### src/idp_pkg.sv
// constants and types of the isolated digital i/o interrupt port
// assumes a 25 mhz system clock and an axi4-lite register bus
package idp_pkg;

	// clock and timing
	localparam int unsigned CLK_MHZ = 25;
	localparam int unsigned RESPONSE_MAX_NS = 200000;
	localparam int unsigned FILTER_TIME_NS = 10000;
	localparam int unsigned FILTER_CYC = (FILTER_TIME_NS * CLK_MHZ) / 1000;
	localparam int unsigned FILTER_CW = 8;
	localparam logic [FILTER_CW-1:0] FILTER_COUNT = FILTER_CW'(FILTER_CYC);

	// sizes
	localparam int unsigned CH = 16;
	localparam int unsigned WIN_BITS = 5;

	// register offsets inside the 32-byte window
	localparam logic [WIN_BITS-1:0] OFS_IN = 5'h00;
	localparam logic [WIN_BITS-1:0] OFS_OUT = 5'h04;
	localparam logic [WIN_BITS-1:0] OFS_EDGE = 5'h08;
	localparam logic [WIN_BITS-1:0] OFS_STAT = 5'h0c;
	localparam logic [WIN_BITS-1:0] OFS_MASK = 5'h10;
	localparam logic [WIN_BITS-1:0] OFS_PINBACK = 5'h14;

	// reset values
	localparam logic [CH-1:0] RST_OUT = 16'h0000;
	localparam logic [CH-1:0] RST_EDGE = 16'h0000;
	localparam logic [CH-1:0] RST_STAT = 16'h0000;
	localparam logic [CH-1:0] RST_MASK = 16'h0000;
	localparam logic RST_FILT = 1'h1;

	// axi responses
	localparam logic [1:0] RESP_OKAY = 2'h0;
	localparam logic [1:0] RESP_DECERR = 2'h3;

	typedef struct packed {
		logic [CH-1:0] out_data;
		logic [CH-1:0] edge_sel;
		logic [CH-1:0] status;
		logic [CH-1:0] mask;
	} idp_regs_t;

	typedef struct packed {
		logic aw_held;
		logic w_held;
		logic [31:0] addr;
		logic [31:0] data;
		logic [3:0] strb;
	} idp_wr_t;

endpackage

### src/idp_port.sv
// sixteen-in, sixteen-out isolated digital port with edge interrupts
// assumes synchronous pins, an axi4-lite master and a base from configuration
`timescale 1ns/1ps
module idp_port
(
	// clock, reset, enable
	input wire logic i_clk_sys,
	input wire logic i_reset,
	input wire logic i_clk_en,
	// window base
	input wire logic [31:5] i_io_base,
	// axi4-lite write
	input wire logic [31:0] i_s_axi_awaddr,
	input wire logic i_s_axi_awvalid,
	output logic o_s_axi_awready,
	input wire logic [31:0] i_s_axi_wdata,
	input wire logic [3:0] i_s_axi_wstrb,
	input wire logic i_s_axi_wvalid,
	output logic o_s_axi_wready,
	output logic [1:0] o_s_axi_bresp,
	output logic o_s_axi_bvalid,
	input wire logic i_s_axi_bready,
	// axi4-lite read
	input wire logic [31:0] i_s_axi_araddr,
	input wire logic i_s_axi_arvalid,
	output logic o_s_axi_arready,
	output logic [31:0] o_s_axi_rdata,
	output logic [1:0] o_s_axi_rresp,
	output logic o_s_axi_rvalid,
	input wire logic i_s_axi_rready,
	// input pins, high level is data 0
	input wire logic [15:0] i_din_pin,
	// open-collector output pins
	input wire logic [15:0] i_dout_pin,
	output logic [15:0] o_dout_pin,
	output logic [15:0] o_dout_oe,
	// interrupt
	output logic o_irq
);
	// register file and the write being assembled
	idp_pkg::idp_regs_t regs;
	idp_pkg::idp_regs_t next_regs;
	idp_pkg::idp_wr_t wr;
	idp_pkg::idp_wr_t next_wr;

	// write response
	logic bvalid;
	logic next_bvalid;
	logic [1:0] bresp;
	logic [1:0] next_bresp;

	// read response
	logic rvalid;
	logic next_rvalid;
	logic [31:0] rdata;
	logic [31:0] next_rdata;
	logic [1:0] rresp;
	logic [1:0] next_rresp;

	// interrupt request
	logic irq;
	logic next_irq;

	// input path
	logic [15:0] filt;
	logic [15:0] prev_filt;
	logic [15:0] next_prev_filt;
	logic [15:0] toward_high;
	logic [15:0] toward_low;
	logic [15:0] events;
	logic [15:0] in_data;

	// bus decode
	logic [15:0] wmask;
	logic [15:0] wval;
	logic commit;
	logic wr_hit;
	logic rd_hit;
	logic aw_take;
	logic w_take;
	logic ar_take;

	// input filtering, one filter per channel
	// each channel keeps its own counter, so chatter on one never delays another
	genvar g;
	generate
		for (g = 0; g < 16; g++)
		begin : g_filt
			idp_filter u_filt
			(
				.i_clk_sys(i_clk_sys),
				.i_reset(i_reset),
				.i_clk_en(i_clk_en),
				.i_raw(i_din_pin[g]),
				.o_level(filt[g])
			);
		end
	endgenerate

	assign in_data = ~filt;

	// edge detection on the filtered pin level
	// prev_filt resets to the filter's reset level, so no false edge follows reset
	assign toward_high = ~prev_filt & filt;
	assign toward_low = prev_filt & ~filt;
	assign events = (regs.edge_sel & toward_high) | (~regs.edge_sel & toward_low);

	// bus handshakes; ready is withheld while the clock enable is low
	assign o_s_axi_awready = i_clk_en & ~wr.aw_held & ~bvalid;
	assign o_s_axi_wready = i_clk_en & ~wr.w_held & ~bvalid;
	assign o_s_axi_arready = i_clk_en & ~rvalid;
	assign aw_take = i_s_axi_awvalid & o_s_axi_awready;
	assign w_take = i_s_axi_wvalid & o_s_axi_wready;
	assign ar_take = i_s_axi_arvalid & o_s_axi_arready;

	// a write is applied at the edge after both halves are held
	assign commit = wr.aw_held & wr.w_held;

	// the window is matched on the upper address bits only
	assign wr_hit = (wr.addr[31:5] == i_io_base);
	assign rd_hit = (i_s_axi_araddr[31:5] == i_io_base);

	// byte lanes 0 and 1 carry the sixteen register bits
	assign wmask = {{8{wr.strb[1]}}, {8{wr.strb[0]}}};
	assign wval = wr.data[15:0];

	// write channel capture
	// address and data may come in either order; the response follows both
	always_comb
	begin
		next_wr = wr;
		next_bvalid = bvalid;
		next_bresp = bresp;
		if (aw_take)
		begin
			next_wr.aw_held = 1'h1;
			next_wr.addr = i_s_axi_awaddr;
		end
		if (w_take)
		begin
			next_wr.w_held = 1'h1;
			next_wr.data = i_s_axi_wdata;
			next_wr.strb = i_s_axi_wstrb;
		end
		if (commit)
		begin
			next_wr.aw_held = 1'h0;
			next_wr.w_held = 1'h0;
			next_bvalid = 1'h1;
			next_bresp = wr_hit ? idp_pkg::RESP_OKAY : idp_pkg::RESP_DECERR;
		end
		else if (bvalid && i_s_axi_bready)
			next_bvalid = 1'h0;
	end

	always_ff @(posedge i_clk_sys)
	begin
		if (i_reset)
		begin
			wr <= '0;
			bvalid <= 1'h0;
			bresp <= idp_pkg::RESP_OKAY;
		end
		else if (i_clk_en)
		begin
			wr <= next_wr;
			bvalid <= next_bvalid;
			bresp <= next_bresp;
		end
	end

	// register updates from writes and input events
	always_comb
	begin
		next_regs = regs;
		next_prev_filt = filt;
		// outside the window, and at read-only offsets, a write changes nothing
		if (commit && wr_hit)
		begin
			unique case (wr.addr[4:0])
				idp_pkg::OFS_OUT:
					next_regs.out_data = (regs.out_data & ~wmask) | (wval & wmask);
				idp_pkg::OFS_EDGE:
					next_regs.edge_sel = (regs.edge_sel & ~wmask) | (wval & wmask);
				idp_pkg::OFS_STAT:
					next_regs.status = regs.status & ~(wval & wmask);
				idp_pkg::OFS_MASK:
					next_regs.mask = (regs.mask & ~wmask) | (wval & wmask);
				default:
					next_regs = regs;
			endcase
		end
		// a new event wins over a clear in the same cycle
		next_regs.status = next_regs.status | events;
	end

	always_ff @(posedge i_clk_sys)
	begin
		if (i_reset)
		begin
			regs.out_data <= idp_pkg::RST_OUT;
			regs.edge_sel <= idp_pkg::RST_EDGE;
			regs.status <= idp_pkg::RST_STAT;
			regs.mask <= idp_pkg::RST_MASK;
			prev_filt <= {16{idp_pkg::RST_FILT}};
		end
		else if (i_clk_en)
		begin
			regs <= next_regs;
			prev_filt <= next_prev_filt;
		end
	end

	// read channel
	// the word is captured at the take edge; a later pin change needs a new read
	always_comb
	begin
		next_rvalid = rvalid;
		next_rdata = rdata;
		next_rresp = rresp;
		if (ar_take)
		begin
			next_rvalid = 1'h1;
			next_rdata = 32'h0000_0000;
			next_rresp = idp_pkg::RESP_OKAY;
			if (!rd_hit)
				next_rresp = idp_pkg::RESP_DECERR;
			else
			begin
				unique case (i_s_axi_araddr[4:0])
					idp_pkg::OFS_IN:
						next_rdata = {16'h0000, in_data};
					idp_pkg::OFS_OUT:
						next_rdata = {16'h0000, regs.out_data};
					idp_pkg::OFS_EDGE:
						next_rdata = {16'h0000, regs.edge_sel};
					idp_pkg::OFS_STAT:
						next_rdata = {16'h0000, regs.status};
					idp_pkg::OFS_MASK:
						next_rdata = {16'h0000, regs.mask};
					idp_pkg::OFS_PINBACK:
						next_rdata = {16'h0000, ~i_dout_pin};
					default:
						next_rdata = 32'h0000_0000;
				endcase
			end
		end
		else if (rvalid && i_s_axi_rready)
			next_rvalid = 1'h0;
	end

	always_ff @(posedge i_clk_sys)
	begin
		if (i_reset)
		begin
			rvalid <= 1'h0;
			rdata <= 32'h0000_0000;
			rresp <= idp_pkg::RESP_OKAY;
		end
		else if (i_clk_en)
		begin
			rvalid <= next_rvalid;
			rdata <= next_rdata;
			rresp <= next_rresp;
		end
	end

	// interrupt level, registered so the request line never glitches
	always_comb
	begin
		next_irq = |(regs.status & regs.mask);
	end

	always_ff @(posedge i_clk_sys)
	begin
		if (i_reset)
			irq <= 1'h0;
		else if (i_clk_en)
			irq <= next_irq;
	end

	// outputs
	assign o_s_axi_bvalid = bvalid;
	assign o_s_axi_bresp = bresp;
	assign o_s_axi_rvalid = rvalid;
	assign o_s_axi_rdata = rdata;
	assign o_s_axi_rresp = rresp;

	// a data 1 pulls the pin low; a data 0 releases it
	assign o_dout_pin = 16'h0000;
	assign o_dout_oe = regs.out_data;
	assign o_irq = irq;
endmodule // idp_port

### src/idp_filter.sv
// one input channel filter: passes a pin level only after it held still
// assumes the pin is already synchronous to i_clk_sys
`timescale 1ns/1ps
module idp_filter
(
	// clock, reset, enable
	input wire logic i_clk_sys,
	input wire logic i_reset,
	input wire logic i_clk_en,
	// raw and filtered pin level
	input wire logic i_raw,
	output logic o_level
);
	logic level;
	logic next_level;
	logic [idp_pkg::FILTER_CW-1:0] cnt;
	logic [idp_pkg::FILTER_CW-1:0] next_cnt;

	always_comb
	begin
		next_level = level;
		next_cnt = '0;
		if (i_raw != level)
		begin
			// pulses shorter than the filter time never reach the output
			if (cnt == idp_pkg::FILTER_COUNT - 8'h01)
				next_level = i_raw;
			else
				next_cnt = cnt + 8'h01;
		end
	end

	always_ff @(posedge i_clk_sys)
	begin
		if (i_reset)
		begin
			level <= idp_pkg::RST_FILT;
			cnt <= '0;
		end
		else if (i_clk_en)
		begin
			level <= next_level;
			cnt <= next_cnt;
		end
	end

	assign o_level = level;
endmodule // idp_filter

### config.mk
export PLATFORM = sky130hd
export DESIGN_NAME = idp_port
export DESIGN_NICKNAME = d
export VERILOG_FILES = /design/src/idp_pkg.sv /design/src/idp_port.sv /design/src/idp_filter.sv
export SDC_FILE = /design/constraint.sdc
export NUM_CORES = 1
export LEC_CHECK = 0
export BUFFER_PORTS_ARGS = -buffer_cell sky130_fd_sc_hd__clkbuf_2
export CAP_MARGIN = 20
export CORE_UTILIZATION = 60
export CTS_CLUSTER_SIZE = 8
export DETAILED_ROUTE_END_ITERATION = 8
export PLACE_DENSITY = 0.95
export REMOVE_ABC_BUFFERS = 1
export SLEW_MARGIN = 10
export SYNTH_ARGS = -nofsm -noshare
export SYNTH_HDL_FRONTEND = slang
export SYNTH_SLANG_ARGS = --single-unit
### constraint.sdc
create_clock -name i_clk_sys -period 5.4 [get_ports i_clk_sys]
set_input_delay 0 -clock i_clk_sys [delete_from_list [all_inputs] [get_ports i_clk_sys]]
set_output_delay 0 -clock i_clk_sys [all_outputs]
set_load 0.1 [all_outputs]
# Word level (Yosys, flattened, before mapping)
# Index checks and enable logic that the tools add are counted.
# totals
ramBits,0
out_inout_bits,74
mem_count,0
romBits,0
latchBits,0
regBits,315
# classes
n_shift,0
multipliers,0
div,0
n_eq_ne,43
add_sub_neg,16
reduce_logical,36
order_cmp,0
n_mux,46
n_bitwise,34
# ops
operator,count
2-to-1 mux 8 bit,32
bitwise AND 16 bit,10
"adder 8 x 1 -> 8 bit, second input constant",16
"== test 8 bit, second input constant",16
inverter 16 bit,6
one-hot mux 16 bit (6 select lines),1
bitwise OR 16 bit,5
AND reduction 3 bit,19
== test 27 bit,2
2-to-1 mux 16 bit,3
2-to-1 mux 32 bit,1
"== test 5 x 4 -> 1 bit, second input constant",4
inequality test 1 bit,16
AND reduction 2 bit,8
OR reduction 16 bit,1
"== test 5 bit, second input constant",3
"== test 5 x 3 -> 1 bit, second input constant",2
bitwise AND 1 bit,9
nonzero test 2 bit,4
2-to-1 mux 1 bit,6
2-to-1 mux 2 bit,3
logical NOT 5 bit,1
inverter 1 bit,4
logical AND 1 bit,3

# Logic depth before layout (Yosys ltp)
# Gate-level depths: netlist of run 1.
# logic_depth
word_depth,6
depth_mapped,9
ltp_nobuf,7

# Modules after synthesis
# Synthesis of run 1 repeated with hierarchy kept, for this count alone.
# unflattened
hier_cells,1735
hier_area_um2,15431.0
# by_module_without_submodules
mod,area_per_inst_um2,n_inst,cells_per_inst
idp_filter,488.0,16,52
idp_port,7623.6,1,903

# Worst setup path after synthesis of run 1
# Ideal clock, no wire load.
# synth_timing
kind,register to register
from,"reg bvalid, in the netlist o_s_axi_bvalid"
to,reg wr (netlist bit wmask[0])
arrival_ns,3.246
n_path_buf,2
synth_period_minus_slack_ns,3.317
path_slack_ns,2.083
stages_incl_launch_ff,8
path_cell_list,dfxtp_1 nand2b_1 nor2_1 and2_1 clkbuf_1 clkbuf_1 nand2_1 a21oi_1
# synth_via
elab_chain_cells,4
# synth_rtl
element,line_no,rtl
"start, declared",idp_port.sv:47,logic bvalid;
"start signal, assigned",idp_port.sv:167,bvalid <= next_bvalid;
inverter 1 bit,idp_port.sv:110,assign o_s_axi_wready = i_clk_en & ~wr.w_held & ~bvalid;
bitwise AND 1 bit,idp_port.sv:110,
net o_s_axi_wready,idp_port.sv:19,"output logic o_s_axi_wready,"
bitwise AND 1 bit,idp_port.sv:113,assign w_take = i_s_axi_wvalid & o_s_axi_wready;
AND reduction 2 bit (no source line),--,
"end signal, assigned",idp_port.sv:166,wr <= next_wr;
"end, declared",idp_port.sv:43,idp_pkg::idp_wr_t wr;
# The timed path passes the listed nets, and every way through them passes these cells.
# A chain may end at the register's enable or synchronous reset.

==> results of run 1 <==
cell families (layout without fill, tap and decap cells):
logic type / after synthesis / in the layout / synth area share [%]
and+or+nand+nor: 671 / 671 / 21.37
AOI/OAI and AO/OA: 360 / 360 / 16.30
DFF: 297 / 297 / 41.62
xor gates and xnor gates: 177 / 177 / 10.85
buffers and inverters: 170 / 371 / 5.903
adders and majority gates: 32 / 32 / 2.803
muxes: 16 / 16 / 1.121
other: 1 / 33 / 0.02625
final timing paths:
kind / startpoint / to
max: wr[57]$_SDFFE_PP0P_ / flop
min: i_dout_pin[1] / o_s_axi_rdata[1]$_SDFFE_PP0P_
max reg2reg: wr[57]$_SDFFE_PP0P_ / flop
min reg2reg: wr[46]$_SDFFE_PP0P_ / wr[46]$_SDFFE_PP0P_
cell usage in the layout (no fill, tap or decap), drive strengths merged, types with 38 or more instances in the layout:
master / n
a21oi: 138
nand2: 255
dfxtp: 297
xnor2: 86
dlygate4sd3: 102
a211o: 38
nand4: 103
xor2: 91
o31ai: 64
clkbuf: 233
a211oi: 44
nor2: 224
critical path, stage by stage, from the launching register on:
cell and delay [ns]:
sky130_fd_sc_hd__dfxtp_1 0.32, sky130_fd_sc_hd__xor2_1 0.18, sky130_fd_sc_hd__nor4_1 1.07, sky130_fd_sc_hd__and4_1 1.07, sky130_fd_sc_hd__nand4_1 0.26, sky130_fd_sc_hd__a21oi_1 0.26
stage by stage:
stage	instances	hold WS, ns	worst slack [ns]
global route	2276	0.03264	2.226
floorplan	1603	0.06465	1.852
CTS	2273	0.003483	2.681
detailed placement	2125	0.2294	2.714
finish	2276	-0.0008583	2.127
global placement	2124	0.2250	2.912
metal layers:
layer	GRT usage [%]	routed length (um)	vias to the layer above
met4	28.10	4018	2
met1	42.47	16190	6668
met2	62.50	21620	1213
met5	0.8282	27	-
met3	9.194	5561	432
li1	-	-	6369
final cells by class:
cell class | count | area (um^2)
inverter | 18 | 67.56
clock buffer | 44 | 1080
clock inverter | 2 | 17.52
sequential | 297 | 5946
fill | 1530 | 6155
tap | 319 | 399.1
timing repair buffer | 307 | 2118
antenna | 1 | 2.502
multi-input combinational | 1288 | 7617
power by group through the flow:
stage / sequential (uW) / clock [uW] / combinational [uW]
6_report: 2290 / 2330 / 558
3_5_place_dp: 2330 / 0 / 462
5_1_grt: 2290 / 2400 / 586
2_1_floorplan: 2330 / 0 / 270
3_3_place_gp: 2320 / 0 / 445
4_1_cts: 2290 / 2300 / 524
==> run summary, run 1 <==
* **post-synthesis instance total** 1724
* **final hold slack** -0.0008583 ns
* **antenna violations before repair** 2
* **Max-Cap Viols** 0
* **area post-placement** 15110 um^2
* **violations in the final reports** design-rule violations, negative hold slack
* **hold bufs inserted after CTS** 102
* **reg2reg path depth** 5
* **deepest level of the CTS H-tree** 2
* **post-route total power** 5180 uW
* **reported leakage power** 0.006435 uW
* **# setup viols final** 0
* **CP max FO** 24
* **full die area** 24430 um^2
* **Clk network pwr share** 45.0%
* **Area growth, synth to finish** 20.74%
* **TritonCTS clock tree** yes
* **Root Driver** sky130_fd_sc_hd__clkbuf_16
* **top_reg_cell synth** sky130_fd_sc_hd__dfxtp_1
* **routed wire length** 47420 um
* **number of port buffers** 190
* **final RePlAce weighted congestion** 0.9179
* **final instance area** 17250 um^2
* **site row count** 56
* **vias** 14680
* **share of async-settable or async-resettable flops after synthesis** 0%
* **distinct cell type count after synthesis** 47
* **combinational cell fraction of total power** 10.8%
* **status** finished, violations left
* **number of vias per cell after detailed routing** 6.452
* **total routing usage reported by global routing** 37.86%
* **RSZ-0062 raised after global routing** no
* **Top Ports** 241
* **total congestion overflow after global routing** 0
* **fraction of final layout cells with drive strength greater than 1** 13.14%
* **die outline height** 156.3 um
* **DPL Wire Length** 25270 um
* **Critical Path AT** 3.71 ns
* **Hold Crit Depth** 4
* **R2R setup slack** 2.13 ns
* **violation count after the first detailed-routing iteration** 2391
* **Clk pin slew, worst setup/hold paths** 0.06 ns
* **sequential power share** 44.2%
* **number of enable flip-flop cells after synthesis** 0
* **kind of capture point of the worst setup path** flop
* **Peak VDD IR** 0.0001973 V
* **critical path class** reg -> reg
* **PD cells** 300.3 nW/um^2
* **vias in the first global route** 14630
* **sink count of the clock tree** 297
* **Slew Viols, Final** 0
* **Synth Cell Area** 14280 um^2
* **Fmax** 305.5 MHz
* **sw power** 1364 uW
* **antenna-violating nets left** 0
* **buffer levels on the longest clock path** 3
* **synthesized flop and latch total** 297
* **Routed wire per std cell** 20.83 um
* **DRC Markers** 7
* **cell type with the largest total area after synthesis** sky130_fd_sc_hd__dfxtp_1
* **core box area** 23400 um^2
* **Synth top cells by count** 297 x sky130_fd_sc_hd__dfxtp_1, 255 x sky130_fd_sc_hd__nand2_1, 224 x sky130_fd_sc_hd__nor2_1
* **data required time at the worst endpoint** 5.83 ns
* **overall die width** 156.3 um
* **Relative slew margins** 14.63%
* **Post-CTS Setup Inserts** 0
* **Starting Density** 61.04%
* **synth top area cells** sky130_fd_sc_hd__dfxtp_1 42%, sky130_fd_sc_hd__nand2_1 6.7%, sky130_fd_sc_hd__nor2_1 5.9%, sky130_fd_sc_hd__xor2_1 5.6%, sky130_fd_sc_hd__xnor2_1 5.3%
* **post-layout minimum cycle time** 3.273 ns
* **wire length of the first global-routing pass** 73060 um
* **pin count of the biggest net entering global routing** 89
* **endpoints failing hold** 1
* **total number of nets in the final design** 2154
* **post-cts resize count** 0
* **internal power summed over all cells** 3816 uW
* **final core occ** 73.70%
* **Final Cycle Share** 60.62%
* **share of synthesized area occupied by flip-flops and latches** 41.62%
* **mean area per synthesized cell** 8.286 um^2
* **Clock Skews** 0.01796 ns
* **worst slew pin tran** 1.269 ns
* **number of buffers created by CTS** 43
* **Critical Path Source Type** flop
* **share of the synthesized area in the top cell type** 41.62%
* **Final TNS setup** 0 ns
* **type of the worst min-delay path** in -> reg
* **clock network latency to the later pin of the worst-skew pair** 0.53 ns
* **switching part of the total power** 26.33%
* **Yosys Warn Count** 0
* **number of search-and-repair iterations in the first detailed-routing pass** 9
* **most frequent cell after synthesis** sky130_fd_sc_hd__dfxtp_1
(Power assumes the default switching activity.)
==> run 2, diff against run 1 <==
--- a/config.mk
+++ b/config.mk
@@ -7,10 +7,10 @@
 export LEC_CHECK = 0
 export BUFFER_PORTS_ARGS = -buffer_cell sky130_fd_sc_hd__clkbuf_2
 export CAP_MARGIN = 20
-export CORE_UTILIZATION = 60
+export CORE_UTILIZATION = 57
 export CTS_CLUSTER_SIZE = 8
 export DETAILED_ROUTE_END_ITERATION = 8
-export PLACE_DENSITY = 0.95
+export PLACE_DENSITY = 0.93
 export REMOVE_ABC_BUFFERS = 1
 export SLEW_MARGIN = 10
 export SYNTH_ARGS = -nofsm -noshare
==> constraint.sdc (replaced) <==
create_clock -name i_clk_sys -period 3.19 [get_ports i_clk_sys]
set_input_delay 0 -clock i_clk_sys [delete_from_list [all_inputs] [get_ports i_clk_sys]]
set_output_delay 0 -clock i_clk_sys [all_outputs]
set_load 0.1 [all_outputs]
==> run 2 against run 1 <==
Compared with the run above: the flow now finishes without violations; register-to-register slack worse by 1.7 ns; utilization is 3.3 points lower; power is 70% higher; clock power is 72% higher; clock skew is 0.0042 ns lower; via count is 2.8% lower; clock-buffer cell count is 2 higher; global-route usage is 5.0 points lower; sequential power is 69% higher; maximum frequency is 20% higher; sequential cell count stayed put; critical path depth is 1 higher; largest cell class unchanged; highest routed layer is now met4.
==> run summary, run 2 (synthesis results as in run 1) <==
* **hold wc startpoint** i_dout_pin[1]
* **DRC Markers** 0, -7
* **antenna-violating nets left** 0, unchanged
* **Clk pin slew, worst setup/hold paths** 0.05 ns, about the same
* **critical path class** reg -> reg
* **uppermost routed layer** met4
* **Final Cycle Share** 85.28%, +25 points
* **endpoint of the worst hold path** o_s_axi_rdata[1]$_SDFFE_PP0P_
* **number of vias per cell after detailed routing** 6.266, -2.9%
* **post-route total power** 8801 uW, +70%
* **Fmax** 367.6 MHz, +20%
* **Starting Density** 58.40%, -2.6 points
* **sink count of the clock tree** 297, unchanged
* **dpl cells** 2139, +0.66%
* **antenna violations before repair** 1, -1
* **Hold Crit Depth** 4, unchanged
* **Slew Viols, Final** 0, unchanged
* **clock network latency to the later pin of the worst-skew pair** 0.52 ns, about the same
* **deepest level of the CTS H-tree** 2, unchanged
* **full die area** 25700 um^2, +5.2%
* **RSZ-0062 raised after global routing** no
* **kind of capture point of the worst setup path** flop
* **fraction of final layout cells with drive strength greater than 1** 13.62%, +0.48 points
* **number of buffers created by CTS** 43, unchanged
* **Routed wire per std cell** 19.13 um, -8.2%
* **wire length on met1** 15880 um, -1.9%
* **total routing usage reported by global routing** 32.89%, -5.0 points
* **Relative slew margins** 28.70%, +14 points
* **wire length of the first global-routing pass** 68720 um, -5.9%
* **type of the worst min-delay path** in -> reg
* **Top Ports** 241, unchanged
* **TritonCTS clock tree** yes
* **R2R setup slack** 0.47 ns, -1.66 ns
* **post-cts resize count** 0, unchanged
* **post-route non-filler standard cell count** 2278, +0.088%
* **leading cell type in the layout, fill and taps excluded** sky130_fd_sc_hd__dfxtp_1
* **number of search-and-repair iterations in the first detailed-routing pass** 8, -1
* **Root Driver** sky130_fd_sc_hd__clkbuf_16
* **post-layout minimum cycle time** 2.720 ns, -0.5531 ns
* **worst slew pin tran** 1.069 ns, -0.1993 ns
* **pin count of the biggest net entering global routing** 81, -9.0%
* **met2 wire len** 20280 um, -6.2%
* **buffer levels on the longest clock path** 3, unchanged
* **core box area** 24460 um^2, +4.5%
* **total number of nets in the final design** 2150, -0.19%
* **DPL Wire Length** 25380 um, +0.40%
* **Reg-to-Reg Start** wr[58]$_SDFFE_PP0P_
* **routed wire length** 43580 um, -8.1%
* **vias in the first global route** 14050, -4.0%
* **final RePlAce weighted congestion** 0.9037, -1.5%
* **reported leakage power** 0.006423 uW, -0.19%
* **Post-CTS Setup Inserts** 0, unchanged
* **endpoints failing hold** 0, -1
* **CP max FO** 48, +100%
* **vias** 14270, -2.8%
* **# setup viols final** 0, unchanged
* **die outline height** 160.3 um, +2.6%
* **site row count** 57, +1.8%
* **overall die width** 160.3 um, +2.6%
* **PD cells** 510.7 nW/um^2, +70%
* **violation count after the first detailed-routing iteration** 2007, -16%
* **reg2reg path depth** 6, +1
* **Clock Skews** 0.01373 ns, -0.004227 ns
* **Peak VDD IR** 0.0004902 V, +150%
* **Setup crit start** wr[58]$_SDFFE_PP0P_
* **commonest cells after routing, fill and taps aside** 297 x sky130_fd_sc_hd__dfxtp_1, 255 x sky130_fd_sc_hd__nand2_1, 224 x sky130_fd_sc_hd__nor2_1, 187 x sky130_fd_sc_hd__clkbuf_2, 138 x sky130_fd_sc_hd__a21oi_1
* **total congestion overflow after global routing** 0, unchanged
* **total met3 wirelength after detailed routing** 4857 um, -13%
* **Area growth, synth to finish** 20.64%, about the same
* **Critical Path AT** 3.14 ns, -0.57 ns
* **Max-Cap Viols** 0, unchanged
* **Critical Path Source Type** flop
* **status** finished, final reports clean
* **data required time at the worst endpoint** 3.61 ns, -2.22 ns
* **number of port buffers** 190, unchanged
==> run 2: final cells by class <==
type                            instances  area [um^2]
Antenna cell                            1        2.502
Timing Repair Buffer                  303         2056
Inverter                               18        67.56
Clock buffer                           46         1130
Clock inverter                          1        8.758
Sequential cell                       297         5946
Multi-Input combinational cell       1288         7617
Fill cell                            1666         7229
Tap cell                              324        405.4
==> run 2: metal layers <==
metal,up-vias,global-route usage (%)
li1,6360,-
met1,6539,39.68
met2,1081,54.51
met3,293,6.405
met4,0,19.57
met5,-,0
==> run 2: what timing repair did <==
item | 4_1_cts | 5_1_grt
endpoints found under the setup margin | 0 | 0
hold buffers | 90 | 0
endpoints found under the hold margin | 106 | 0
==> run 2: critical path, stage by stage (launching register included) <==
cell,delay [ns]
sky130_fd_sc_hd__dfxtp_1,0.32
sky130_fd_sc_hd__xor2_1,0.17
sky130_fd_sc_hd__nor4_1,0.73
sky130_fd_sc_hd__and4_1,0.33
sky130_fd_sc_hd__buf_4,0.50
sky130_fd_sc_hd__nand4_1,0.27
sky130_fd_sc_hd__a21oi_1,0.29
==> run 2: worst max-delay path by stage <==
stage	endpoint	depth (start not counted)	slack, ns
after floorplan	wr[36]$_SDFFE_PP0P_	5	-0.36
after global placement	o_s_axi_rdata[14]$_SDFFE_PP0P_	5	0.80
after detailed placement	o_s_axi_rdata[4]$_SDFFE_PP0P_	5	0.71
after CTS	o_s_axi_rdata[7]$_SDFFE_PP0P_	5	0.72
after global routing	flop	6	0.52
final	flop	6	0.47
==> run 2: power by group <==
part	leakage, uW	internal [uW]	switching, uW
Clock	0.000560	2460	1550
Combinational	0.00346	300	619
Sequential	0.00241	3790	80.7
==> run 2: through the flow <==
| step | hold slack [ns] | cell area, um^2 | utilization [%] | TNS, ns | setup slack, ns |
|---|---|---|---|---|---|
| finish | 0.008090 | 17230 | 70.45 | 0 | 0.4696 |
| global route | 0.02778 | 17230 | 70.45 | 0 | 0.5179 |
| CTS | 0.01195 | 17220 | 70.37 | 0 | 0.7176 |
| detailed placement | 0.2308 | 15180 | 62.04 | 0 | 0.7103 |
| global placement | 0.2246 | 15180 | 62.04 | 0 | 0.7955 |
| floorplan | 0.06465 | 13630 | - | -12.72 | -0.3582 |
